`src/logic/sld_pkg.sv`:
```
// Purpose: constants for the supply level detector register bank
// Assumes: AXI4-Lite slave, 32-bit data, one word per register
// Notes: the analog comparator and reference sit outside the block
//
// How it works
// - power enable bit 7 resets zero
// - bit 5 reads comparator output, read only
// - bit 4 reads reference ready while power enable is set, read only
// - rising enable bit 1 flags rising crossings
// - falling enable bit 0 flags falling crossings
// - limit select bits 3:0, read write, resets zero
// - unimplemented bits read zero, ignore writes
// - no flag until enabled and ready
// - reset returns all registers, detector disabled
package sld_pkg;
   localparam logic [3:0] ADDR_CTRL = 4'h0;
   localparam logic [3:0] ADDR_LIMIT = 4'h4;
   localparam logic [3:0] ADDR_STATUS = 4'h8;
   localparam logic [3:0] ADDR_MASK = 4'hC;
   localparam int BIT_EN = 7;
   localparam int BIT_OUT = 5;
   localparam int BIT_RDY = 4;
   localparam int BIT_RISE = 1;
   localparam int BIT_FALL = 0;
   localparam int BIT_IRQ_DET = 0;
   localparam logic [7:0] CTRL_WMASK = 8'h83;
   localparam logic [3:0] LIMIT_RESET = 4'h0;
   localparam logic [1:0] RESP_OKAY = 2'h0;
   localparam logic [1:0] RESP_SLVERR = 2'h2;
endpackage : sld_pkg

```
`src/logic/sld_regs.sv`:
```
// Purpose: control and status registers of the supply level detector
// Assumes: comparator and ready inputs synchronous to clk_sys
// Notes: flag is raised on an edge of the comparator output only
//
// The AXI4-Lite slave port and the register addresses were chosen for this implementation.
`timescale 1ns/1ps
module sld_regs (
   // clock and reset
   input wire logic clk_sys,
   input wire logic srst,
   // axi4-lite write address
   input wire logic [3:0] s_axi_awaddr,
   input wire logic s_axi_awvalid,
   output logic s_axi_awready,
   // axi4-lite write data
   input wire logic [31:0] s_axi_wdata,
   input wire logic [3:0] s_axi_wstrb,
   input wire logic s_axi_wvalid,
   output logic s_axi_wready,
   // axi4-lite write response
   output logic [1:0] s_axi_bresp,
   output logic s_axi_bvalid,
   input wire logic s_axi_bready,
   // axi4-lite read address
   input wire logic [3:0] s_axi_araddr,
   input wire logic s_axi_arvalid,
   output logic s_axi_arready,
   // axi4-lite read data
   output logic [31:0] s_axi_rdata,
   output logic [1:0] s_axi_rresp,
   output logic s_axi_rvalid,
   input wire logic s_axi_rready,
   // analog front end
   input wire logic cmp_below,
   input wire logic ref_ready,
   output logic det_power_en,
   output logic [3:0] det_limit_sel,
   // interrupt
   output logic irq
);
   ////////////////////////////////////////////////////////////////////
   logic [1:0] ctrl_dir_r, ctrl_dir_nxt;
   logic en_r, en_nxt;
   logic [3:0] sel_r, sel_nxt;
   logic stat_r, stat_nxt;
   logic mask_r, mask_nxt;
   logic cmp_prev_r, cmp_prev_nxt;
   logic irq_r, irq_nxt;
   logic [3:0] aw_addr_r, aw_addr_nxt;
   logic aw_have_r, aw_have_nxt;
   logic [7:0] w_data_r, w_data_nxt;
   logic w_strb_r, w_strb_nxt;
   logic w_have_r, w_have_nxt;
   logic bvalid_r, bvalid_nxt;
   logic [1:0] bresp_r, bresp_nxt;
   logic rvalid_r, rvalid_nxt;
   logic [1:0] rresp_r, rresp_nxt;
   logic [31:0] rdata_r, rdata_nxt;
   logic armed, rise_ev, fall_ev, det_ev, do_wr;
   logic aw_rdy_r, aw_rdy_nxt, w_rdy_r, w_rdy_nxt;
   logic ar_rdy_r, ar_rdy_nxt;
   logic wr_ctrl, wr_limit, wr_clear, wr_bad;

   function automatic logic addr_known(input logic [3:0] a);
      addr_known = (a == sld_pkg::ADDR_CTRL) || (a == sld_pkg::ADDR_LIMIT) ||
                   (a == sld_pkg::ADDR_STATUS) || (a == sld_pkg::ADDR_MASK);
   endfunction : addr_known

   ////////////////////////////////////////////////////////////////////
   // detection: only edges of the comparator count, never its level
   always_comb begin
      armed = en_r && ref_ready;
      rise_ev = armed && cmp_prev_r && !cmp_below && ctrl_dir_r[sld_pkg::BIT_RISE];
      fall_ev = armed && !cmp_prev_r && cmp_below && ctrl_dir_r[sld_pkg::BIT_FALL];
      det_ev = rise_ev || fall_ev;
   end

   ////////////////////////////////////////////////////////////////////
   // bus slave: address and data latch independently, either order
   always_comb begin
      aw_addr_nxt = aw_addr_r;
      aw_have_nxt = aw_have_r;
      w_data_nxt = w_data_r;
      w_strb_nxt = w_strb_r;
      w_have_nxt = w_have_r;
      bvalid_nxt = bvalid_r;
      bresp_nxt = bresp_r;
      rvalid_nxt = rvalid_r;
      rresp_nxt = rresp_r;
      rdata_nxt = rdata_r;
      en_nxt = en_r;
      ctrl_dir_nxt = ctrl_dir_r;
      sel_nxt = sel_r;
      mask_nxt = mask_r;
      stat_nxt = stat_r;
      cmp_prev_nxt = cmp_below;
      if (s_axi_awvalid && !aw_have_r) begin
         aw_addr_nxt = s_axi_awaddr;
         aw_have_nxt = 1'b1;
      end
      if (s_axi_wvalid && !w_have_r) begin
         w_data_nxt = s_axi_wdata[7:0];
         w_strb_nxt = s_axi_wstrb[0];
         w_have_nxt = 1'b1;
      end
      do_wr = aw_have_r && w_have_r && !bvalid_r;
      if (do_wr) begin
         aw_have_nxt = 1'b0;
         w_have_nxt = 1'b0;
         bvalid_nxt = 1'b1;
         bresp_nxt = addr_known(aw_addr_r) ? sld_pkg::RESP_OKAY : sld_pkg::RESP_SLVERR;
         if (w_strb_r) begin
            unique case (aw_addr_r)
               sld_pkg::ADDR_CTRL: begin
                  // bits 6, 3, 2 and the read-only bits are dropped
                  en_nxt = w_data_r[sld_pkg::BIT_EN];
                  ctrl_dir_nxt = w_data_r[1:0];
               end
               sld_pkg::ADDR_LIMIT: sel_nxt = w_data_r[3:0];
               sld_pkg::ADDR_STATUS: begin
                  if (w_data_r[sld_pkg::BIT_IRQ_DET]) begin
                     stat_nxt = 1'b0;
                  end
               end
               sld_pkg::ADDR_MASK: mask_nxt = w_data_r[sld_pkg::BIT_IRQ_DET];
               default: begin
               end
            endcase
         end
      end
      // set wins over a clear in the same cycle
      if (det_ev) begin
         stat_nxt = 1'b1;
      end
      if (bvalid_r && s_axi_bready) begin
         bvalid_nxt = 1'b0;
      end
      if (rvalid_r && s_axi_rready) begin
         rvalid_nxt = 1'b0;
      end else if (s_axi_arvalid && ar_rdy_r) begin
         rvalid_nxt = 1'b1;
         rresp_nxt = addr_known(s_axi_araddr) ? sld_pkg::RESP_OKAY : sld_pkg::RESP_SLVERR;
         rdata_nxt = 32'h0000_0000;
         unique case (s_axi_araddr)
            sld_pkg::ADDR_CTRL: begin
               rdata_nxt[sld_pkg::BIT_EN] = en_r;
               rdata_nxt[sld_pkg::BIT_OUT] = cmp_below;
               rdata_nxt[sld_pkg::BIT_RDY] = en_r && ref_ready;
               rdata_nxt[1:0] = ctrl_dir_r;
            end
            sld_pkg::ADDR_LIMIT: rdata_nxt[3:0] = sel_r;
            sld_pkg::ADDR_STATUS: rdata_nxt[sld_pkg::BIT_IRQ_DET] = stat_r;
            sld_pkg::ADDR_MASK: rdata_nxt[sld_pkg::BIT_IRQ_DET] = mask_r;
            default: begin
            end
         endcase
      end
      // readies are registered so every bus output comes from a flop
      aw_rdy_nxt = !aw_have_nxt;
      w_rdy_nxt = !w_have_nxt;
      // a read is only taken while no answer is pending
      ar_rdy_nxt = !rvalid_nxt;
      irq_nxt = stat_nxt && mask_nxt;
   end

   always_ff @(posedge clk_sys) begin
      if (srst) begin
         // every register returns to reset, detector off
         en_r <= 1'b0;
         ctrl_dir_r <= 2'h0;
         sel_r <= sld_pkg::LIMIT_RESET;
         stat_r <= 1'b0;
         mask_r <= 1'b0;
         cmp_prev_r <= 1'b0;
         irq_r <= 1'b0;
         aw_addr_r <= 4'h0;
         aw_have_r <= 1'b0;
         w_data_r <= 8'h00;
         w_strb_r <= 1'b0;
         w_have_r <= 1'b0;
         bvalid_r <= 1'b0;
         bresp_r <= 2'h0;
         rvalid_r <= 1'b0;
         rresp_r <= 2'h0;
         rdata_r <= 32'h0000_0000;
         aw_rdy_r <= 1'b1;
         w_rdy_r <= 1'b1;
         ar_rdy_r <= 1'b1;
      end else begin
         en_r <= en_nxt;
         ctrl_dir_r <= ctrl_dir_nxt;
         sel_r <= sel_nxt;
         stat_r <= stat_nxt;
         mask_r <= mask_nxt;
         cmp_prev_r <= cmp_prev_nxt;
         irq_r <= irq_nxt;
         aw_addr_r <= aw_addr_nxt;
         aw_have_r <= aw_have_nxt;
         w_data_r <= w_data_nxt;
         w_strb_r <= w_strb_nxt;
         w_have_r <= w_have_nxt;
         bvalid_r <= bvalid_nxt;
         bresp_r <= bresp_nxt;
         rvalid_r <= rvalid_nxt;
         rresp_r <= rresp_nxt;
         rdata_r <= rdata_nxt;
         aw_rdy_r <= aw_rdy_nxt;
         w_rdy_r <= w_rdy_nxt;
         ar_rdy_r <= ar_rdy_nxt;
      end
   end

   assign s_axi_awready = aw_rdy_r;
   assign s_axi_wready = w_rdy_r;
   assign s_axi_arready = ar_rdy_r;

   assign s_axi_bvalid = bvalid_r;
   assign s_axi_bresp = bresp_r;
   assign s_axi_rvalid = rvalid_r;
   assign s_axi_rresp = rresp_r;
   assign s_axi_rdata = rdata_r;
   assign det_power_en = en_r;
   assign det_limit_sel = sel_r;
   assign irq = irq_r;

   ////////////////////////////////////////////////////////////////////
   // write strobes decoded once for the checks below
   always_comb begin
      wr_ctrl = do_wr && w_strb_r && (aw_addr_r == sld_pkg::ADDR_CTRL);
      wr_limit = do_wr && w_strb_r && (aw_addr_r == sld_pkg::ADDR_LIMIT);
      wr_clear = do_wr && w_strb_r && (aw_addr_r == sld_pkg::ADDR_STATUS) &&
                 w_data_r[sld_pkg::BIT_IRQ_DET];
      wr_bad = do_wr && !addr_known(aw_addr_r);
   end

   // flag behaviour
   AST_NO_FLAG_DISARMED: assert property (@(posedge clk_sys) disable iff (srst)
      (!stat_r && !(en_r && ref_ready)) |=> !stat_r)
      else $error("flag set while detector not armed");
   AST_RISE_FLAGS: assert property (@(posedge clk_sys) disable iff (srst)
      rise_ev |=> stat_r)
      else $error("rising crossing not flagged");
   AST_FALL_FLAGS: assert property (@(posedge clk_sys) disable iff (srst)
      fall_ev |=> stat_r)
      else $error("falling crossing not flagged");
   AST_NO_RISE_DISABLED: assert property (@(posedge clk_sys) disable iff (srst)
      (!stat_r && !ctrl_dir_r[sld_pkg::BIT_RISE] && !fall_ev) |=> !stat_r)
      else $error("flag set with no enabled crossing");
   AST_NO_FALL_DISABLED: assert property (@(posedge clk_sys) disable iff (srst)
      (!stat_r && !ctrl_dir_r[sld_pkg::BIT_FALL] && !rise_ev) |=> !stat_r)
      else $error("flag set with falling direction off");
   AST_NEEDS_EDGE: assert property (@(posedge clk_sys) disable iff (srst)
      (!stat_r && $stable(cmp_below)) |=> !stat_r)
      else $error("flag set without a comparator edge");
   AST_STICKY: assert property (@(posedge clk_sys) disable iff (srst)
      (stat_r && !(do_wr && aw_addr_r == sld_pkg::ADDR_STATUS)) |=> stat_r)
      else $error("flag dropped without a clear");
   AST_CLEARED: assert property (@(posedge clk_sys) disable iff (srst)
      (wr_clear && !det_ev) |=> !stat_r)
      else $error("flag not cleared by write of one");
   AST_IRQ_LEVEL: assert property (@(posedge clk_sys) disable iff (srst)
      irq == (stat_r && mask_r))
      else $error("interrupt does not match status and mask");

   // register holds and updates
   AST_POWER_FOLLOWS: assert property (@(posedge clk_sys) disable iff (srst)
      wr_ctrl |=> det_power_en == $past(w_data_r[sld_pkg::BIT_EN]))
      else $error("power enable did not follow write");
   AST_POWER_HOLDS: assert property (@(posedge clk_sys) disable iff (srst)
      !wr_ctrl |=> $stable(det_power_en))
      else $error("power enable changed without a write");
   AST_DIR_HOLDS: assert property (@(posedge clk_sys) disable iff (srst)
      !wr_ctrl |=> $stable(ctrl_dir_r))
      else $error("direction enables changed without a write");
   AST_LIMIT_FOLLOWS: assert property (@(posedge clk_sys) disable iff (srst)
      wr_limit |=> det_limit_sel == $past(w_data_r[3:0]))
      else $error("limit select did not follow write");
   AST_LIMIT_HOLDS: assert property (@(posedge clk_sys) disable iff (srst)
      !wr_limit |=> $stable(det_limit_sel))
      else $error("limit select changed without a write");
   AST_BAD_ADDR_ERR: assert property (@(posedge clk_sys) disable iff (srst)
      wr_bad |=> s_axi_bresp == sld_pkg::RESP_SLVERR)
      else $error("unmapped write not refused");

   // read data as first presented
   AST_LIMIT_UPPER_ZERO: assert property (@(posedge clk_sys) disable iff (srst)
      (rvalid_r && !$past(rvalid_r) && $past(s_axi_araddr) == sld_pkg::ADDR_LIMIT)
      |-> rdata_r[31:4] == 28'h0000000)
      else $error("limit upper bits not zero");
   AST_CTRL_UNUSED_ZERO: assert property (@(posedge clk_sys) disable iff (srst)
      (rvalid_r && !$past(rvalid_r) && $past(s_axi_araddr) == sld_pkg::ADDR_CTRL)
      |-> rdata_r[31:8] == 24'h000000 && !rdata_r[6] && rdata_r[3:2] == 2'h0)
      else $error("control unused bits not zero");
   AST_OUT_MIRROR: assert property (@(posedge clk_sys) disable iff (srst)
      (rvalid_r && !$past(rvalid_r) && $past(s_axi_araddr) == sld_pkg::ADDR_CTRL)
      |-> rdata_r[sld_pkg::BIT_OUT] == $past(cmp_below))
      else $error("comparator bit does not mirror input");
   AST_RDY_MIRROR: assert property (@(posedge clk_sys) disable iff (srst)
      (rvalid_r && !$past(rvalid_r) && $past(s_axi_araddr) == sld_pkg::ADDR_CTRL)
      |-> rdata_r[sld_pkg::BIT_RDY] == $past(en_r && ref_ready))
      else $error("ready bit does not mirror reference");

   // reset leaves the detector off
   AST_RESET_OFF: assert property (@(posedge clk_sys)
      srst |=> !det_power_en && det_limit_sel == 4'h0 && !irq)
      else $error("reset did not clear detector");
endmodule : sld_regs

```
`config.mk`:
```
export PLATFORM = sky130hd
export DESIGN_NAME = sld_regs
export DESIGN_NICKNAME = d
export VERILOG_FILES = /design/src/logic/sld_pkg.sv /design/src/logic/sld_regs.sv
export SDC_FILE = /design/constraint.sdc
export NUM_CORES = 1
export LEC_CHECK = 0
export BUFFER_PORTS_ARGS = -buffer_cell sky130_fd_sc_hd__buf_4
export CAP_MARGIN = 20
export CORE_ASPECT_RATIO = 0.9
export CORE_MARGIN = 1
export CORE_UTILIZATION = 25
export CTS_BUF_LIST = sky130_fd_sc_hd__clkbuf_8
export DETAILED_ROUTE_END_ITERATION = 10
export GPL_TIMING_DRIVEN = 0
export PLACE_DENSITY = 0.55
export SLEW_MARGIN = 20
export SYNTH_ARGS = -nofsm -noshare
export SYNTH_HDL_FRONTEND = slang
export SYNTH_SLANG_ARGS = --single-unit
export TNS_END_PERCENT = 1
```
`constraint.sdc`:
```
create_clock -name clk_sys -period 3 [get_ports clk_sys]
set_input_delay 0.15 -clock clk_sys [delete_from_list [all_inputs] [get_ports clk_sys]]
set_output_delay 0.15 -clock clk_sys [all_outputs]
set_load 0.02 [all_outputs]
```
# Word-level counts from Yosys, hierarchy flattened

Cells that the tools add are included.

Mux-type cells: 21
Reductions and logical operators: 36
Equal/unequal tests: 6
Bitwise gates (word level): 1

Operator list:

| operator                                      | number |
|---|---|
| == test 4 bit, second input constant          | 4 |
| logical AND 1 bit                             | 15 |
| 2-to-1 mux 1 bit                              | 15 |
| == test 4 x 3 -> 1 bit, second input constant | 2 |
| logical NOT 1 bit                             | 8 |
| logical NOT 4 bit                             | 2 |
| 2-to-1 mux 2 bit                              | 4 |
| logical OR 1 bit                              | 7 |
| AND reduction 3 bit                           | 2 |
| case mux 1 bit (4 select lines)               | 1 |
| case mux 1 bit (2 select lines)               | 1 |
| AND reduction 2 bit                           | 1 |
| OR reduction 2 bit                            | 1 |
| inverter 1 bit                                | 1 |

Output and inout bits: 47
Flip-flop bits (word level): 42

# Longest topological paths before layout

Depth in word-level cells: 7
Gate-level depth with buffers: 5
Depth with buffers taken out: 4

# Least setup slack after synthesis

OpenSTA, ideal clock, no wires.

Kind: register to register
Start: register bvalid_r, in the netlist s_axi_bvalid
End: register en_r, in the netlist det_power_en
Data required time: 2.872 ns
Data arrival time: 1.181 ns
Buffers on the path: 1
Setup slack: 1.692 ns
Library setup time: 0.128 ns
Cell stages (with the launch flop): 6
Cell sequence: dfxtp_1 -> and3b_1 -> buf_2 -> nand4_1 -> mux2i_1 -> nor2_1

Word-level cells in the longest chain between the ends: 3

Ends and longest elaborated chain:

| item                          | RTL line        | text |
|---|---|---|
| from (decl)                   | sld_regs.sv:54  | `logic bvalid_r, bvalid_nxt;` |
| from (signal assigned)        | sld_regs.sv:202 | `bvalid_r <= bvalid_nxt;` |
| logical NOT 1 bit             | sld_regs.sv:106 | `do_wr = aw_have_r && w_have_r && !bvalid_r;` |
| logical AND 1 bit             | sld_regs.sv:106 |  |
| AND reduction 3 bit (no line) | --              |  |
| to (signal assigned)          | sld_regs.sv:190 | `en_r <= en_nxt;` |
| to (decl)                     | sld_regs.sv:43  | `logic en_r, en_nxt;` |

No other way between the ends.
A chain may end at the register's enable or synchronous reset.

# Worst setup path in the final report

Start: register bvalid_r, in the netlist s_axi_bvalid
End: register ctrl_dir_r[1]

Word-level cells in the longest chain between the ends: 3

Ends and longest elaborated chain:

| item                          | RTL line        | text |
|---|---|---|
| logical NOT 1 bit             | sld_regs.sv:106 |  |
| logical AND 1 bit             | sld_regs.sv:106 |  |
| AND reduction 3 bit (no line) | --              |  |
| to (signal assigned)          | sld_regs.sv:191 | `ctrl_dir_r <= ctrl_dir_nxt;` |
| to (decl)                     | sld_regs.sv:42  | `logic [1:0] ctrl_dir_r, ctrl_dir_nxt;` |

No other way between the ends.

==> reports/qor.csv <==
metric;value;unit
full die area;6808;µm²
CTS resizes;0;
share of cells above drive strength 1;33.88;%
clk sinks;37;
Worst-path clk slew;0.07;ns
outcome;finished clean;
setup violators final;0;
# rows;27;
total congestion overflow;0;
final net count;297;
CTS tree;done;
WL final;3.363;mm
leakage;0.001079;µW
final hold violation count;0;
Critical R2R Launch;s_axi_bvalid$_SDFFE_PP0N_;
post-DR vias/cell;3.753;
CP required;3.16;ns
final period utilization;44.93;%
Die Wd;86.86;µm
CTS Root Cell;clkbuf_8;
Synth Area in Adders;0;%
Worst Max-Slew Pin Slew;0.5240;ns
Detailed Routing Iterations Pass 1;4;
crit path kind;flop to flop;
gr usage total;10.51;%
cts bufs inserted;5;
YS warnings;0;
Worst-Skew Late Latency;0.29;ns
cell taking the most area after synthesis;dfxtp_1;
DRC Markers;0;
Area growth syn-to-layout;37.07;%
Seq cells post-synth;37;
CTS Hold Bufs;0;
Compound-Gate Fraction of Synth Area;6.332;%
DRT antenna net count;0;
Syn Inst Count;170;
Reg-to-Reg End;ctrl_dir_r[1]$_SDFFE_PP0P_;
PwrDens;461.6;nW/µm²
fin crit period;1.348;ns
# port buffers;41;
post-DP HPWL;2.640;mm
Post-Synth Simple-Gate Area;18.84;%
Die H;78.38;µm
main combinational cell family by area after synthesis;simple AND/OR/NAND/NOR gates;
initial cell density of the core;26.21;%
crit path capture type;flop;
post-synth top area share;45.71;%
first-pass GRT wire length;5.382;mm
n_diodes;0;
worst reg2reg path depth;5;
maximum clock insertion buffer count;2;
Min Hold Slack;0.08791;ns
relative slew slack;65.06;%
largest net degree at the start of global routing;13;
VDD IR max;132.7;µV
Max Cap Viol;0;
layer with the highest usage;met2;
Worst Setup Start Kind;flop;
I/O pins;100;
Syn Area/Cell;9.531;µm²
final core utilization;35.92;%
Crit Path Max Fanout;8;
sequential element share of the synthesized area;45.71;%
GR Util met1;13.70;%
DR vias;1246;
Core Region;6182;µm²
RSZ-0062 raised after global routing;false;
clk_skew;0.005309;ns
hold crit path type;input port to flop;
Worst path max stage delay;0.33;ns
Max Slew Vio Count;0;
fill cell count;674;
hold path endpoint;w_have_r$_SDFF_PP0_;
post-synthesis mux area share;13.44;%
post-synthesis cell type count;32;
Max stage delay cell, worst path;dfxtp_1;
WHS Path Cells;2;
Peak Freq;741.9;MHz
H-Tree Depth;2;
reg2reg setup slack;1.65;ns
Synth area leaders;dfxtp_1 46%, buf_4 13%, mux2i_1 11%;
1st-iter DRT viols;49;
met3 GRT Util;3.575;%
Netlist Area Pre-Place;1620;µm²
GPL Wtd Cong;0.7161;
GRT met2 Usage;15.67;%
buffer count from post-CTS setup fixing;0;
setup TNS;0;ns
vias in the first global route;1123;
xor/xnor share of the synthesized area;0;%
Hold Crit Start;s_axi_wvalid;
wire per inst;10.13;µm
crit-path cells;and3b_1 -> buf_2 -> nand4_1 -> mux2i_1 -> nor2_1;
initial antenna violation count;0;
Arrival @ worst endpoint;1.51;ns
==> synth_stat cells (all sizes together) <==
| master | n |
|---|---|
| and4bb | 1 |
| nor3 | 2 |
| nand4b | 1 |
| nor2b | 4 |
| nor4 | 1 |
| conb | 1 |
| or3 | 1 |
| a211oi | 2 |
| or2 | 2 |
| and2 | 1 |
| a32oi | 3 |
| nand4 | 4 |
| a21oi | 5 |
| inv | 4 |
| mux4 | 1 |
| nand2b | 1 |
| nand2 | 6 |
| o21a | 2 |
| clkbuf | 6 |
| mux2i | 18 |
| buf | 29 |
| nor2 | 31 |
| nand3 | 2 |
| o22ai | 1 |
| dfxtp | 37 |
| and3b | 1 |
| mux2 | 1 |
| a22oi | 2 |
==> cells by family after synthesis <==
kind of cell / Yosys count
simple gates: 58
buf+inv: 39
flops: 37
mux: 20
compound gates: 15
other cells: 1
==> metrics by stage <==
step / std cells / cell area (µm²) / power, µW / setup slack [ns]
finish: 332 / 2221 / 1025 / 1.652
global route: 332 / 2221 / 1077 / 1.495
CTS: 332 / 2221 / 1039 / 1.646
detailed placement: 324 / 2135 / 699.2 / 1.667
global placement: 324 / 2135 / 697.6 / 1.667
floorplan: 196 / 1718 / 648.5 / 1.692
==> registers in the layout (all words and copies together) (netlist names), 2 cells and up <==
| signal | count |
|---|---|
| s_axi_rdata | 7 |
| w_data_r | 5 |
| aw_addr_r | 4 |
| det_limit_sel | 4 |
| ctrl_dir_r | 2 |
==> how the worst max path moves through the flow <==
stage	startpoint	end
floorplan	s_axi_bvalid$_SDFFE_PP0N_	det_power_en$_SDFFE_PP0P_
global placement	s_axi_bvalid$_SDFFE_PP0N_	det_power_en$_SDFFE_PP0P_
detailed placement	s_axi_bvalid$_SDFFE_PP0N_	ctrl_dir_r[1]$_SDFFE_PP0P_
CTS	s_axi_rvalid$_SDFF_PP0_	s_axi_rdata[7]$_SDFFE_PP0P_
global route	aw_have_r$_SDFF_PP0_	ctrl_dir_r[1]$_SDFFE_PP0P_
finish	s_axi_bvalid$_SDFFE_PP0N_	ctrl_dir_r[1]$_SDFFE_PP0P_
==> cells in the final DEF, fill, tap and decap left out, types with 2 or more instances in the layout <==
cell	netlist	final
buf_4	27	68
dfxtp_1	37	37
nor2_1	31	31
conb_1	1	27
mux2i_1	18	18
clkbuf_1	6	6
a21oi_1	5	5
nand2_1	5	5
clkbuf_8	0	5
inv_1	4	4
nor2b_1	4	4
nand4_1	3	3
a32oi_1	3	3
buf_2	2	2
a211oi_1	2	2
o21a_1	2	2
a22oi_1	2	2
nor3_1	2	2
nand3_1	2	2
clkinv_2	0	2
==> power by group <==
group / switching [µW] / total [µW] / internal [µW]
combinational: 89.4 / 165 / 75.5
clock: 178 / 338 / 160
sequential: 12.2 / 522 / 510
==> final cells by class <==
class	instances	area, µm²	share of cell area, %
buffer	35	235.2	10.59
clock buffer	5	68.82	3.099
clock inverter	3	17.52	0.7887
inverter	4	15.01	0.6761
multi-input combinational	120	726.9	32.73
sequential	37	740.7	33.35
tap	87	108.9	4.901
timing repair buffer	41	307.8	13.86
==> layer usage <==
| layer | wire length [µm] | part of all wire (%) | vias to the layer above |
|---|---|---|---|
| met3 | 238 | 7.1 | 7 |
| li1 | - | - | 663 |
| met2 | 1464 | 44 | 44 |
| met1 | 1606 | 48 | 532 |
| met5 | 0 | 0 | - |
| met4 | 53 | 1.6 | 0 |
==> critical path, delay by kind of cell (launching register included) <==
kind | cells | cell delay, ns
buffers and inverters | 1 | 0.18
muxes | 1 | 0.22
and+or+nand+nor | 3 | 0.49
DFF | 1 | 0.33
No activity file was read; power rests on OpenSTA's default activity.
